**src/shared/tscr_pkg.sv**
```systemverilog
// tscr_pkg: constants and state types for the tile status and configuration bank.
// assumes a single core clock domain; every user writes tscr_pkg::name.
package tscr_pkg;

  // ****************************************************************
  // register numbers on the status read / write port
  // ****************************************************************
  localparam logic [7:0] ADDR_BOOT_STATUS = 8'h03; // boot status, read only
  localparam logic [7:0] ADDR_SECURITY = 8'h05; // security configuration
  localparam logic [7:0] ADDR_OSC_CTRL = 8'h06; // ring oscillator control
  localparam logic [7:0] ADDR_OSC_CNT0 = 8'h07; // first of four oscillator counts
  localparam logic [7:0] ADDR_OSC_CNT3 = 8'h0A; // last oscillator count
  localparam logic [7:0] ADDR_MEM_SIZE = 8'h0C; // ram size in bytes
  localparam logic [7:0] ADDR_DBG_SSR = 8'h10; // saved status word snapshot
  localparam logic [7:0] ADDR_DBG_SPC = 8'h11; // saved program counter snapshot
  localparam logic [7:0] ADDR_DBG_SSP = 8'h12; // saved stack pointer snapshot
  localparam logic [7:0] ADDR_CORE_SEL = 8'h13; // get-register core operand
  localparam logic [7:0] ADDR_REG_SEL = 8'h14; // get-register register operand

  // ****************************************************************
  // field positions
  // ****************************************************************
  localparam int BS_OVR_BOOT = 8; // boot mode overridden by security word
  localparam int SEC_WR_LOCK = 31; // write lock of security register
  localparam int SEC_DBG_BLOCK = 14; // global debug disable
  localparam int SEC_OTP_LOCK_ALL = 12; // lock every otp sector
  localparam int SEC_SECT_LSB = 8; // per-sector lock bits 11:8
  localparam int SEC_OTP_REDUND = 7; // otp redundancy enable
  localparam int SEC_OTP_BOOT = 5; // boot image from otp
  localparam int SEC_JTAG_CFG = 4; // jtag blocked from pll/boot config
  localparam int SEC_TAP_BLOCK = 0; // jtag debug tap disabled
  localparam int OSC_CORE_EN = 1; // core ring oscillators enable
  localparam int OSC_PERIPH_EN = 0; // peripheral ring oscillators enable

  // ****************************************************************
  // masks and reset values
  // ****************************************************************
  localparam logic [31:0] SEC_WR_MASK = 32'h80005FB1; // writable security bits
  localparam logic [31:0] SEC_RESET = 32'h00000000; // before the otp copy lands
  localparam logic [1:0] OSC_CTRL_RESET = 2'h0; // both oscillator groups stopped
  localparam logic [31:0] SSR_WR_MASK = 32'h000006DF; // software-writable status bits
  localparam logic [31:0] SSR_CAP_MASK = 32'h000007DF; // bits captured on debug entry
  localparam logic [7:0] CORE_SEL_RESET = 8'h00; // core operand reset
  localparam logic [4:0] REG_SEL_RESET = 5'h00; // register operand reset
  localparam logic [31:0] MEM_SIZE_BYTES = 32'h00040000; // ram size, bits 1:0 zero
  localparam int NUM_OSC = 4; // number of ring oscillators

  // ****************************************************************
  // state of the bank, all reset flip-flops
  // ****************************************************************
  typedef struct packed {
    logic [13:0] strap_s1; // strap synchroniser, first stage
    logic [13:0] strap_s2; // strap synchroniser, second stage
    logic [3:0] osc_s1; // oscillator synchroniser, first stage
    logic [3:0] osc_s2; // oscillator synchroniser, second stage
    logic [3:0] osc_s3; // delayed copy for edge detection
    logic [31:0] boot; // assembled boot status word
    logic [31:0] sec; // security configuration
    logic [1:0] osc_ctrl; // oscillator enables
    logic [31:0] saved_status_word; // saved status word snapshot
    logic [31:0] saved_program_counter; // saved program counter snapshot
    logic [31:0] saved_stack_pointer; // saved stack pointer snapshot
    logic [7:0] core_sel; // get-register core operand
    logic [4:0] reg_sel; // get-register register operand
    logic [31:0] rdata; // read answer
    logic ack; // access answered
    logic err; // access refused or unmapped
  } tscr_state_t;

endpackage

```
**src/core/tscr_regs.sv**
```systemverilog
// tscr_regs: processor status register bank of a tile (boot, security, ring
// oscillators, ram size, debug snapshot and get-register operands).
// assumes one core clock; straps and oscillator outputs are asynchronous pins.
`timescale 1ns/1ps

// Operation
// read-only boot status, processor number 23:16
// boot bit 3: boot from ram
// boot bit 2: boot over jtag
// boot bits 1:0: sampled pll mode pins
// boot bit 4: skip otp level polling
// boot bit 5: second core powered off
// security bit 31 locks further writes
// security bit 14 blocks global debug
// bit 12 locks all, 11:8 sectors, 7 redundancy
// security bit 5 forces boot from otp
// security bit 4 blocks jtag config access
// security bit 0 disables jtag debug tap
// security register holds otp security copy
// four oscillator counters, software start/stop
// control bit 1 core, bit 0 peripheral
// software reads counts after ten stopped cycles
// count in bits 15:0, not reset
// counts 0x07..0x0A: tile cell, wire, periph
// oscillators asynchronous to tile clock
// ram size in bits 31:2, read only
// debug entry captures status, pc, sp
// debugger loads core and register operands
// reached only via status read/write port
// reserved reads zero, read-only writes ignored
// stopped oscillator freezes its counter
module tscr_regs (
  // clock and reset
  input wire logic i_clk,
  input wire logic i_rst_n,
  // status read / write port from the core
  input wire logic i_ps_rd,
  input wire logic i_ps_wr,
  input wire logic [7:0] i_ps_addr,
  input wire logic [31:0] i_ps_wdata,
  input wire logic i_dbg_mode,
  output logic [31:0] o_ps_rdata,
  output logic o_ps_ack,
  output logic o_ps_err,
  // boot straps, asynchronous
  input wire logic [7:0] i_proc_num,
  input wire logic i_second_core_off,
  input wire logic i_skip_otp_poll,
  input wire logic i_boot_from_ram,
  input wire logic i_boot_from_jtag,
  input wire logic [1:0] i_pll_mode_pins,
  // security word copied from otp
  input wire logic i_otp_sec_load,
  input wire logic [31:0] i_otp_sec_word,
  // ring oscillator outputs, asynchronous
  input wire logic [3:0] i_ring_osc,
  // debugger entry snapshot
  input wire logic i_dbg_entry,
  input wire logic [31:0] i_saved_status_word,
  input wire logic [31:0] i_saved_program_counter,
  input wire logic [31:0] i_saved_stack_pointer,
  // security controls to the rest of the tile
  output logic o_dbg_global_block,
  output logic o_otp_lock_all,
  output logic [3:0] o_otp_sector_lock,
  output logic o_otp_redundancy,
  output logic o_boot_from_otp,
  output logic o_jtag_cfg_block,
  output logic o_jtag_tap_block,
  // get-register operands to the debug logic
  output logic [7:0] o_getreg_core,
  output logic [4:0] o_getreg_reg
);

  // ****************************************************************
  // reset release
  // ****************************************************************
  logic rst_s1_reg; // reset synchroniser, first stage
  logic rst_n; // released reset used by the bank except the oscillator counters

  // reset asserts at once, releases after two clock edges
  always_ff @(posedge i_clk or negedge i_rst_n) begin
    if (!i_rst_n) begin
      rst_s1_reg <= 1'b0;
      rst_n <= 1'b0;
    end else begin
      rst_s1_reg <= 1'b1;
      rst_n <= rst_s1_reg;
    end
  end

  // ****************************************************************
  // decode helpers
  // ****************************************************************
  // register number belongs to this bank
  function automatic logic is_mapped(input logic [7:0] a);
    is_mapped = (a == tscr_pkg::ADDR_BOOT_STATUS) || (a == tscr_pkg::ADDR_SECURITY) ||
                (a == tscr_pkg::ADDR_OSC_CTRL) ||
                ((a >= tscr_pkg::ADDR_OSC_CNT0) && (a <= tscr_pkg::ADDR_OSC_CNT3)) ||
                (a == tscr_pkg::ADDR_MEM_SIZE) ||
                ((a >= tscr_pkg::ADDR_DBG_SSR) && (a <= tscr_pkg::ADDR_REG_SEL));
  endfunction

  // register is debug-writable (only while in debug mode)
  function automatic logic is_dbg_reg(input logic [7:0] a);
    is_dbg_reg = (a >= tscr_pkg::ADDR_DBG_SSR) && (a <= tscr_pkg::ADDR_REG_SEL);
  endfunction

  // ****************************************************************
  // state and oscillator counters
  // ****************************************************************
  tscr_pkg::tscr_state_t st_reg; // registered state
  tscr_pkg::tscr_state_t st_next; // next state
  // oscillator counts: power-up value zero, never touched by the system reset
  logic [15:0] cnt_reg [tscr_pkg::NUM_OSC] = '{default: 16'h0000};
  logic [3:0] osc_en; // per-oscillator enable
  logic wr_sec; // security write is taken
  logic [31:0] rd_word; // read multiplexer output

  // tile cell and wire follow the core enable, peripheral pair the other
  assign osc_en = {{2{st_reg.osc_ctrl[tscr_pkg::OSC_PERIPH_EN]}},
                   {2{st_reg.osc_ctrl[tscr_pkg::OSC_CORE_EN]}}};

  // counters advance on a synchronised rising edge of their oscillator
  for (genvar g = 0; g < tscr_pkg::NUM_OSC; g++) begin : g_osc
    // no reset term: the count survives a system reset
    always_ff @(posedge i_clk) begin
      if (st_reg.osc_s2[g] && !st_reg.osc_s3[g] && osc_en[g]) begin
        cnt_reg[g] <= cnt_reg[g] + 16'h0001;
      end
    end
  end

  // read multiplexer, reserved bits forced to zero
  always_comb begin
    rd_word = 32'h00000000;
    case (i_ps_addr)
      tscr_pkg::ADDR_BOOT_STATUS: rd_word = st_reg.boot;
      tscr_pkg::ADDR_SECURITY: rd_word = st_reg.sec & tscr_pkg::SEC_WR_MASK;
      tscr_pkg::ADDR_OSC_CTRL: rd_word = {30'h00000000, st_reg.osc_ctrl};
      8'h07: rd_word = {16'h0000, cnt_reg[0]};
      8'h08: rd_word = {16'h0000, cnt_reg[1]};
      8'h09: rd_word = {16'h0000, cnt_reg[2]};
      8'h0A: rd_word = {16'h0000, cnt_reg[3]};
      tscr_pkg::ADDR_MEM_SIZE: rd_word = tscr_pkg::MEM_SIZE_BYTES & 32'hFFFFFFFC;
      tscr_pkg::ADDR_DBG_SSR: rd_word = st_reg.saved_status_word;
      tscr_pkg::ADDR_DBG_SPC: rd_word = st_reg.saved_program_counter;
      tscr_pkg::ADDR_DBG_SSP: rd_word = st_reg.saved_stack_pointer;
      tscr_pkg::ADDR_CORE_SEL: rd_word = {24'h000000, st_reg.core_sel};
      tscr_pkg::ADDR_REG_SEL: rd_word = {27'h0000000, st_reg.reg_sel};
      default: rd_word = 32'h00000000; // unmapped reads zero
    endcase
  end

  // security write is taken only while the lock bit is clear
  assign wr_sec = i_ps_wr && (i_ps_addr == tscr_pkg::ADDR_SECURITY) &&
                  !st_reg.sec[tscr_pkg::SEC_WR_LOCK];

  // ****************************************************************
  // next-state logic
  // ****************************************************************
  always_comb begin
    st_next = st_reg;
    // synchronisers: first stage read only by the second
    st_next.strap_s1 = {i_proc_num, i_second_core_off, i_skip_otp_poll, i_boot_from_ram,
                        i_boot_from_jtag, i_pll_mode_pins};
    st_next.strap_s2 = st_reg.strap_s1;
    st_next.osc_s1 = i_ring_osc;
    st_next.osc_s2 = st_reg.osc_s1;
    st_next.osc_s3 = st_reg.osc_s2;
    // boot status rebuilt each cycle from sampled straps
    st_next.boot = {8'h00, st_reg.strap_s2[13:6], 7'h00,
                    st_reg.sec[tscr_pkg::SEC_OTP_BOOT], 2'h0,
                    st_reg.strap_s2[5:0]};
    // answer defaults
    st_next.ack = i_ps_rd || i_ps_wr;
    st_next.err = 1'b0;
    st_next.rdata = i_ps_rd ? rd_word : 32'h00000000;
    // refused writes: unmapped, read-only, locked or debug-only
    if (i_ps_wr) begin
      if (!is_mapped(i_ps_addr)) begin
        st_next.err = 1'b1;
      end else if ((i_ps_addr == tscr_pkg::ADDR_BOOT_STATUS) ||
                   (i_ps_addr == tscr_pkg::ADDR_MEM_SIZE) ||
                   ((i_ps_addr >= tscr_pkg::ADDR_OSC_CNT0) &&
                    (i_ps_addr <= tscr_pkg::ADDR_OSC_CNT3))) begin
        st_next.err = 1'b1;
      end else if ((i_ps_addr == tscr_pkg::ADDR_SECURITY) && !wr_sec) begin
        st_next.err = 1'b1;
      end else if (is_dbg_reg(i_ps_addr) && !i_dbg_mode) begin
        st_next.err = 1'b1;
      end
    end
    if (i_ps_rd && !is_mapped(i_ps_addr)) begin
      st_next.err = 1'b1;
    end
    // security word: the otp copy wins over a software write
    if (i_otp_sec_load) begin
      st_next.sec = i_otp_sec_word & tscr_pkg::SEC_WR_MASK;
    end else if (wr_sec) begin
      st_next.sec = i_ps_wdata & tscr_pkg::SEC_WR_MASK;
    end
    // oscillator control
    if (i_ps_wr && (i_ps_addr == tscr_pkg::ADDR_OSC_CTRL)) begin
      st_next.osc_ctrl = i_ps_wdata[1:0];
    end
    // debug registers written in debug mode
    if (i_ps_wr && i_dbg_mode) begin
      case (i_ps_addr)
        tscr_pkg::ADDR_DBG_SSR: begin
          st_next.saved_status_word = (st_reg.saved_status_word & ~tscr_pkg::SSR_WR_MASK) |
                        (i_ps_wdata & tscr_pkg::SSR_WR_MASK);
        end
        tscr_pkg::ADDR_DBG_SPC: st_next.saved_program_counter = i_ps_wdata;
        tscr_pkg::ADDR_DBG_SSP: st_next.saved_stack_pointer = i_ps_wdata;
        tscr_pkg::ADDR_CORE_SEL: st_next.core_sel = i_ps_wdata[7:0];
        tscr_pkg::ADDR_REG_SEL: st_next.reg_sel = i_ps_wdata[4:0];
        default: st_next.core_sel = st_reg.core_sel; // nothing else debug-writable
      endcase
    end
    // debugger entry snapshot wins over a software write
    if (i_dbg_entry) begin
      st_next.saved_status_word = i_saved_status_word & tscr_pkg::SSR_CAP_MASK;
      st_next.saved_program_counter = i_saved_program_counter;
      st_next.saved_stack_pointer = i_saved_stack_pointer;
    end
  end

  // ****************************************************************
  // state register
  // ****************************************************************
  always_ff @(posedge i_clk or negedge rst_n) begin
    if (!rst_n) begin
      st_reg <= '0;
      st_reg.sec <= tscr_pkg::SEC_RESET;
      st_reg.osc_ctrl <= tscr_pkg::OSC_CTRL_RESET;
      st_reg.core_sel <= tscr_pkg::CORE_SEL_RESET;
      st_reg.reg_sel <= tscr_pkg::REG_SEL_RESET;
    end else begin
      st_reg <= st_next;
    end
  end

  // ****************************************************************
  // outputs, each straight from a flip-flop
  // ****************************************************************
  assign o_ps_rdata = st_reg.rdata;
  assign o_ps_ack = st_reg.ack;
  assign o_ps_err = st_reg.err;
  assign o_dbg_global_block = st_reg.sec[tscr_pkg::SEC_DBG_BLOCK];
  assign o_otp_lock_all = st_reg.sec[tscr_pkg::SEC_OTP_LOCK_ALL];
  assign o_otp_sector_lock = st_reg.sec[tscr_pkg::SEC_SECT_LSB +: 4];
  assign o_otp_redundancy = st_reg.sec[tscr_pkg::SEC_OTP_REDUND];
  assign o_boot_from_otp = st_reg.sec[tscr_pkg::SEC_OTP_BOOT];
  assign o_jtag_cfg_block = st_reg.sec[tscr_pkg::SEC_JTAG_CFG];
  assign o_jtag_tap_block = st_reg.sec[tscr_pkg::SEC_TAP_BLOCK];
  assign o_getreg_core = st_reg.core_sel;
  assign o_getreg_reg = st_reg.reg_sel;
endmodule // tscr_regs

```
**config.mk**
```make
export PLATFORM = sky130hd
export DESIGN_NAME = tscr_regs
export DESIGN_NICKNAME = d
export VERILOG_FILES = /design/src/shared/tscr_pkg.sv /design/src/core/tscr_regs.sv
export SDC_FILE = /design/constraint.sdc
export NUM_CORES = 1
export LEC_CHECK = 0
export BUFFER_PORTS_ARGS = -buffer_cell sky130_fd_sc_hd__buf_2
export CELL_PAD_IN_SITES_DETAIL_PLACEMENT = 1
export CELL_PAD_IN_SITES_GLOBAL_PLACEMENT = 1
export CORE_AREA = 2 2 202 204
export DETAILED_ROUTE_END_ITERATION = 6
export DIE_AREA = 0 0 204 206
export MAX_ROUTING_LAYER = met4
export PLACE_DENSITY = 0.55
export SLEW_MARGIN = 20
export SYNTH_ARGS = -nofsm -noshare
export SYNTH_HDL_FRONTEND = slang
export SYNTH_SLANG_ARGS = --single-unit
```
**constraint.sdc**
```tcl
create_clock -name i_clk -period 7.2 [get_ports i_clk]
set_input_delay 0.72 -clock i_clk [delete_from_list [all_inputs] [get_ports i_clk]]
set_output_delay 0.72 -clock i_clk [all_outputs]
set_load 0.02 [all_outputs]
```
======== Yosys cells after proc, flatten, opt, wreduce, memory -nomap -nowiden ========
Memory sizes are Yosys's and may differ from the RTL's.
Index checks and enable logic that the tools add are counted.
word-level totals
  register bits after elaboration ......... 234
  bits in writable memories ............... 64
  input bits .............................. 193
  memories ................................ 1
memory list
  name     words  width  rd ports  clocked after Yosys merged registers in  wr ports  line              RTL
  cnt_reg  4      16     4         0                                        4         tscr_regs.sv:115  logic [15:0] cnt_reg [tscr_pkg::NUM_OSC] = '{default: 16'h0000};
operators by class
  add/sub/neg operators ................... 4
  order comparisons ....................... 4
  eq/ne operators ......................... 13
  multiplexer cells ....................... 25
  bitwise operators ....................... 1
  reduce and logical (&&, ||, !) cells .... 43
operators by type and width
  cell                     count
  $pmux W32 S13            1
  $mux W32                 6
  $mux W109                1
  $mux W96                 1
  $add A16 B1 Y16 const B  4
  $eq A8 B5 Y1 const B     5
  $eq A8 B4 Y1 const B     4
  $or A32 B11 Y32          1
  $eq A8 B3 Y1 const B     3
  $logic_and A1 B1 Y1      17
  $mux W1                  14
  $reduce_and A2 Y1        5
  $reduce_bool A2 Y1       5
  $eq A8 B2 Y1 const B     1
  $ge A8 B3 Y1 const B     1
  $ge A8 B5 Y1 const B     1
  $le A8 B4 Y1 const B     1
  $le A8 B5 Y1 const B     1
  $logic_not A1 Y1         8
  $logic_or A1 B1 Y1       8
  $mux W8                  1
  $mux W5                  1

======== Logic depth before layout (Yosys ltp) ========
  depth in word-level cells ............... 10
  depth in mapped cells ................... 9
  depth with buffers taken out ............ 5

======== Least setup slack after synthesis ========
No wires, ideal clock.
  path type ............................... input to register
  from .................................... input i_ps_addr[3]
  to ...................................... register st_reg, in the netlist o_boot_from_otp
  library setup time ...................... 0.125 ns
  data arrival time ....................... 2.345 ns
  required time ........................... 7.075 ns
  slack ................................... 4.730 ns
  stages on the path ...................... 8
  path buffers ............................ 3
  path through ............................ clkbuf_1 -> nor2b_1 -> clkbuf_1 -> nand3_2 -> or3_1 -> buf_6 -> mux2_4 -> mux2_2
on the way
  cells in the longest elaborated chain, start to end .. 4
ends and longest elaborated chain
  what                              line              RTL
  start, declared                   tscr_regs.sv:39   input wire logic [7:0] i_ps_addr,
  $eq A8 B3 Y1                      tscr_regs.sv:156  assign wr_sec = i_ps_wr && (i_ps_addr == tscr_pkg::ADDR_SECURITY) &&
  $logic_and A1 B1 Y1 (2 in a row)  tscr_regs.sv:156
  $reduce_bool A2 Y1 (no line)      n/a
  end signal, assigned              tscr_regs.sv:240  st_reg <= st_next;
  end, declared                     tscr_regs.sv:112  tscr_pkg::tscr_state_t st_reg;
No other way between the ends.
A chain may end at the register's enable or synchronous reset.

==> metrics.txt <==
CTS resizes=0; Primary FF master, synth=dfrtp_1; initial antenna violation count=10; Crit Path Max Fanout=30; Max Fclk=305 MHz; Top Ports=250; Tcrit/Tclk final=0.455; Max Cap Viol=0; Clock Tree Root=clkbuf_16; CTS max path bufs=3; H-Tree Depth=1; # DRC=0; Starting Density=0.294; Syn Inst Count=1030; capture point of the worst reg-to-reg path=o_otp_sector_lock[3]$_DFFE_PN0P_; CP Depth=7; Clock Skew=0.0237 ns; Async SR Flop Fraction=0.749; RSZ-0062 raised after global routing=no; die width=204 um; Synth Area in Simple Gates=0.111; sequential power share=0.452; Clock Latency Late Sink=0.58 ns; reg-to-reg startpoint=st_reg[176]$_DFFE_PN0P_; sw frac=0.234; die area=0.0420 sq mm; first-pass GRT wire length=57.1 mm; status=finished, final reports clean; critical path launch point type=primary input; switching power=824 uW; post-synthesis mux area share=0.119; Netlist cell types=58; Crit. Startpoint=i_ps_addr[1]; Worst EP arrival=3.70 ns; Syn-to-layout area delta=19.7%; final setup fails=0; IO buf count=206; R2R cell count=3; yosys warns=0; max_slew headroom=0.296; family with the most delay on the worst path=simple AND/OR/NAND/NOR gates; core area=0.0402 sq mm; Yosys reg bits=255; Slowest cell on crit path=and2_1; CTS sink cnt=255; Logic pwr share=0.069; PD cells=249 mW/mm^2; CTS Hold Bufs=1; Internal Pwr Total=2.70 mW; fin crit period=3.28 ns; Nets=1367; CTS tree=done; Via Count=8442; maximum vdd ir drop=153 uV; mean post-synth cell area=11.5 sq um; Finished Layout Cells=1735; xor and xnor area share after synthesis=0.0415; 1st-iter DRT viols=391; post-layout util=0.352; first-pass iteration count of the detailed router=5; total power=3.53 mW; antenna viol nets, final=0; gpl congestion=0.801; worst hold path type=in2reg; Placed Cells=1669; WL/cell=21.6 um; final hold violation count=0; die span in y=206 um; Crit path buffers/inverters=2; gr ovfl total=0; CP max stage delay=0.71 ns; total track usage=0.187; clock share of power=0.479; Largest register FFs=94; Detailed Place HPWL=26.3 mm; vias in the first global route=9024; pin count of the biggest net entering global routing=130; cell row count=74; crit path kind=in2reg; clock slew at reported path FFs=0.06 ns; Post-Synthesis Cell Area=0.0118 sq mm; CTS buffer count=30; worst-path cell chain=buf_2 -> buf_4 -> nand2_1 -> nor3_1 -> and2_1 -> a22oi_1 -> a31oi_1; crit end category=flop; fillers=4517; Mapped Nets=1227; post-synthesis sequential area ratio=0.567; Setup Fix Bufs, Post-CTS=0; leakage power=6.51 nW; vias per cell=4.87; number of synthesized flops with an enable pin=64; post-synthesis compound-gate area fraction=0.0999; WP data required=7.62 ns; adder-cell share of the synthesized area=0.00424; worst setup path endpoint=o_ps_rdata[3]$_DFF_PN0_; share of cells above drive strength 1=0.264; Worst R2R Setup Slack=5.20 ns; routed wire length=37.4 mm; Setup TNS Final=0 ns; largest family of logic cells by synthesized area=multiplexers; Slew Limit Fails=0; slew at the pin closest to its max-slew limit=1.05 ns
==> synthesized netlist by cell type, types with 5 or more instances <==
master,count,area [sq um]
nand4_1,11,68.8
a32oi_1,5,43.8
nand3_1,31,155
o21ai_0,45,225
clkbuf_1,40,150
dfrtp_1,191,4780
nor2_1,39,146
o22ai_1,6,37.5
and4_1,7,61.3
nor2b_1,11,68.8
edfxtp_1,64,1920
buf_4,52,390
nor3_1,5,25.0
nand2_1,119,447
xnor2_1,45,394
a21oi_1,36,180
mux2i_1,90,901
buf_2,12,60.1
mux2_4,6,90.1
a22oi_1,31,233
inv_1,10,37.5
buf_1,5,18.8
mux2_2,27,304
mux4_2,5,113
xor2_1,11,96.3
and3b_1,5,43.8
and3_1,22,138
a31oi_1,6,37.5
o21ai_1,42,210
==> layout make-up <==
cell class | count | area (sq um) | share of cell area
flip-flops and latches | 255 | 6710 | 0.474
multi-input cells | 655 | 4460 | 0.315
repair buffers | 218 | 1140 | 0.0805
clock buffers | 45 | 952 | 0.0673
well taps | 532 | 666 | 0.0470
clock inverters | 11 | 169 | 0.0119
inverters | 10 | 37.5 | 0.00265
diodes | 9 | 22.5 | 0.00159
==> layer usage <==
metal / vias up / global-route usage / share of wire
li1: 3931 / - / -
met1: 4265 / 0.243 / 0.46
met2: 199 / 0.297 / 0.47
met3: 47 / 0.0383 / 0.051
met4: 0 / 0.0489 / 0.023
met5: - / - / 0
==> power by group through the flow <==
| stage | Combinational [mW] | Clock (mW) | Sequential, mW |
|---|---|---|---|
| 2_1_floorplan | 0.134 | 0 | 1.62 |
| 3_3_place_gp | 0.245 | 0 | 1.62 |
| 3_5_place_dp | 0.249 | 0 | 1.62 |
| 4_1_cts | 0.250 | 1.74 | 1.59 |
| 5_1_grt | 0.273 | 1.80 | 1.60 |
| 6_report | 0.245 | 1.69 | 1.59 |
==> logic make-up (layout without fill, tap and decap cells) <==
group,count (synthesis),after routing
flops,255,255
mux,128,128
buf+inv,120,284
simple gates,271,271
xor+xnor,56,56
other cells,1,10
compound gates,195,195
fa+ha+maj,4,4
==> how the worst min path moves through the flow <==
| stage | from | endpoint | cells past startpoint |
|---|---|---|---|
| 4_1_cts | i_proc_num[3] | st_next[230]$_DFF_PN0_ | 1 |
| 6_report | i_proc_num[0] | st_next[227]$_DFF_PN0_ | 1 |
| 2_1_floorplan | rst_s1_reg$_DFF_PN0_ | rst_n$_DFF_PN0_ | 0 |
| 5_1_grt | i_proc_num[5] | st_next[232]$_DFF_PN0_ | 1 |
| 3_3_place_gp | st_next[193]$_DFF_PN0_ | st_reg[193]$_DFF_PN0_ | 0 |
| 3_5_place_dp | st_next[234]$_DFF_PN0_ | st_next[200]$_DFF_PN0_ | 0 |
==> through the flow <==
stage / instance area (sq um) / hold slack [ns] / worst slack, ns
floorplan: 11800 / 0.331 / 1.48
global placement: 13000 / 0.332 / 3.37
detailed placement: 13000 / 0.336 / 3.37
CTS: 14100 / 0.212 / 3.99
global route: 14100 / 0.216 / 3.84
finish: 14100 / 0.245 / 3.92
==> placed cells by master, fill, tap and decap left out, drive strengths merged, types with 9 or more instances in the layout <==
cell | synthesis | routed
buf | 70 | 217
xor2 | 11 | 11
a22oi | 31 | 31
and3 | 22 | 22
inv | 10 | 10
clkbuf | 40 | 45
edfxtp | 64 | 64
nand2 | 119 | 119
nand3 | 32 | 32
nor2 | 39 | 39
dfrtp | 191 | 191
nor2b | 11 | 11
mux2 | 33 | 33
nand4 | 11 | 11
xnor2 | 45 | 45
o21ai | 87 | 87
mux2i | 90 | 90
a21oi | 36 | 36
diode | 0 | 9
No activity file was read; power rests on OpenSTA's default activity.
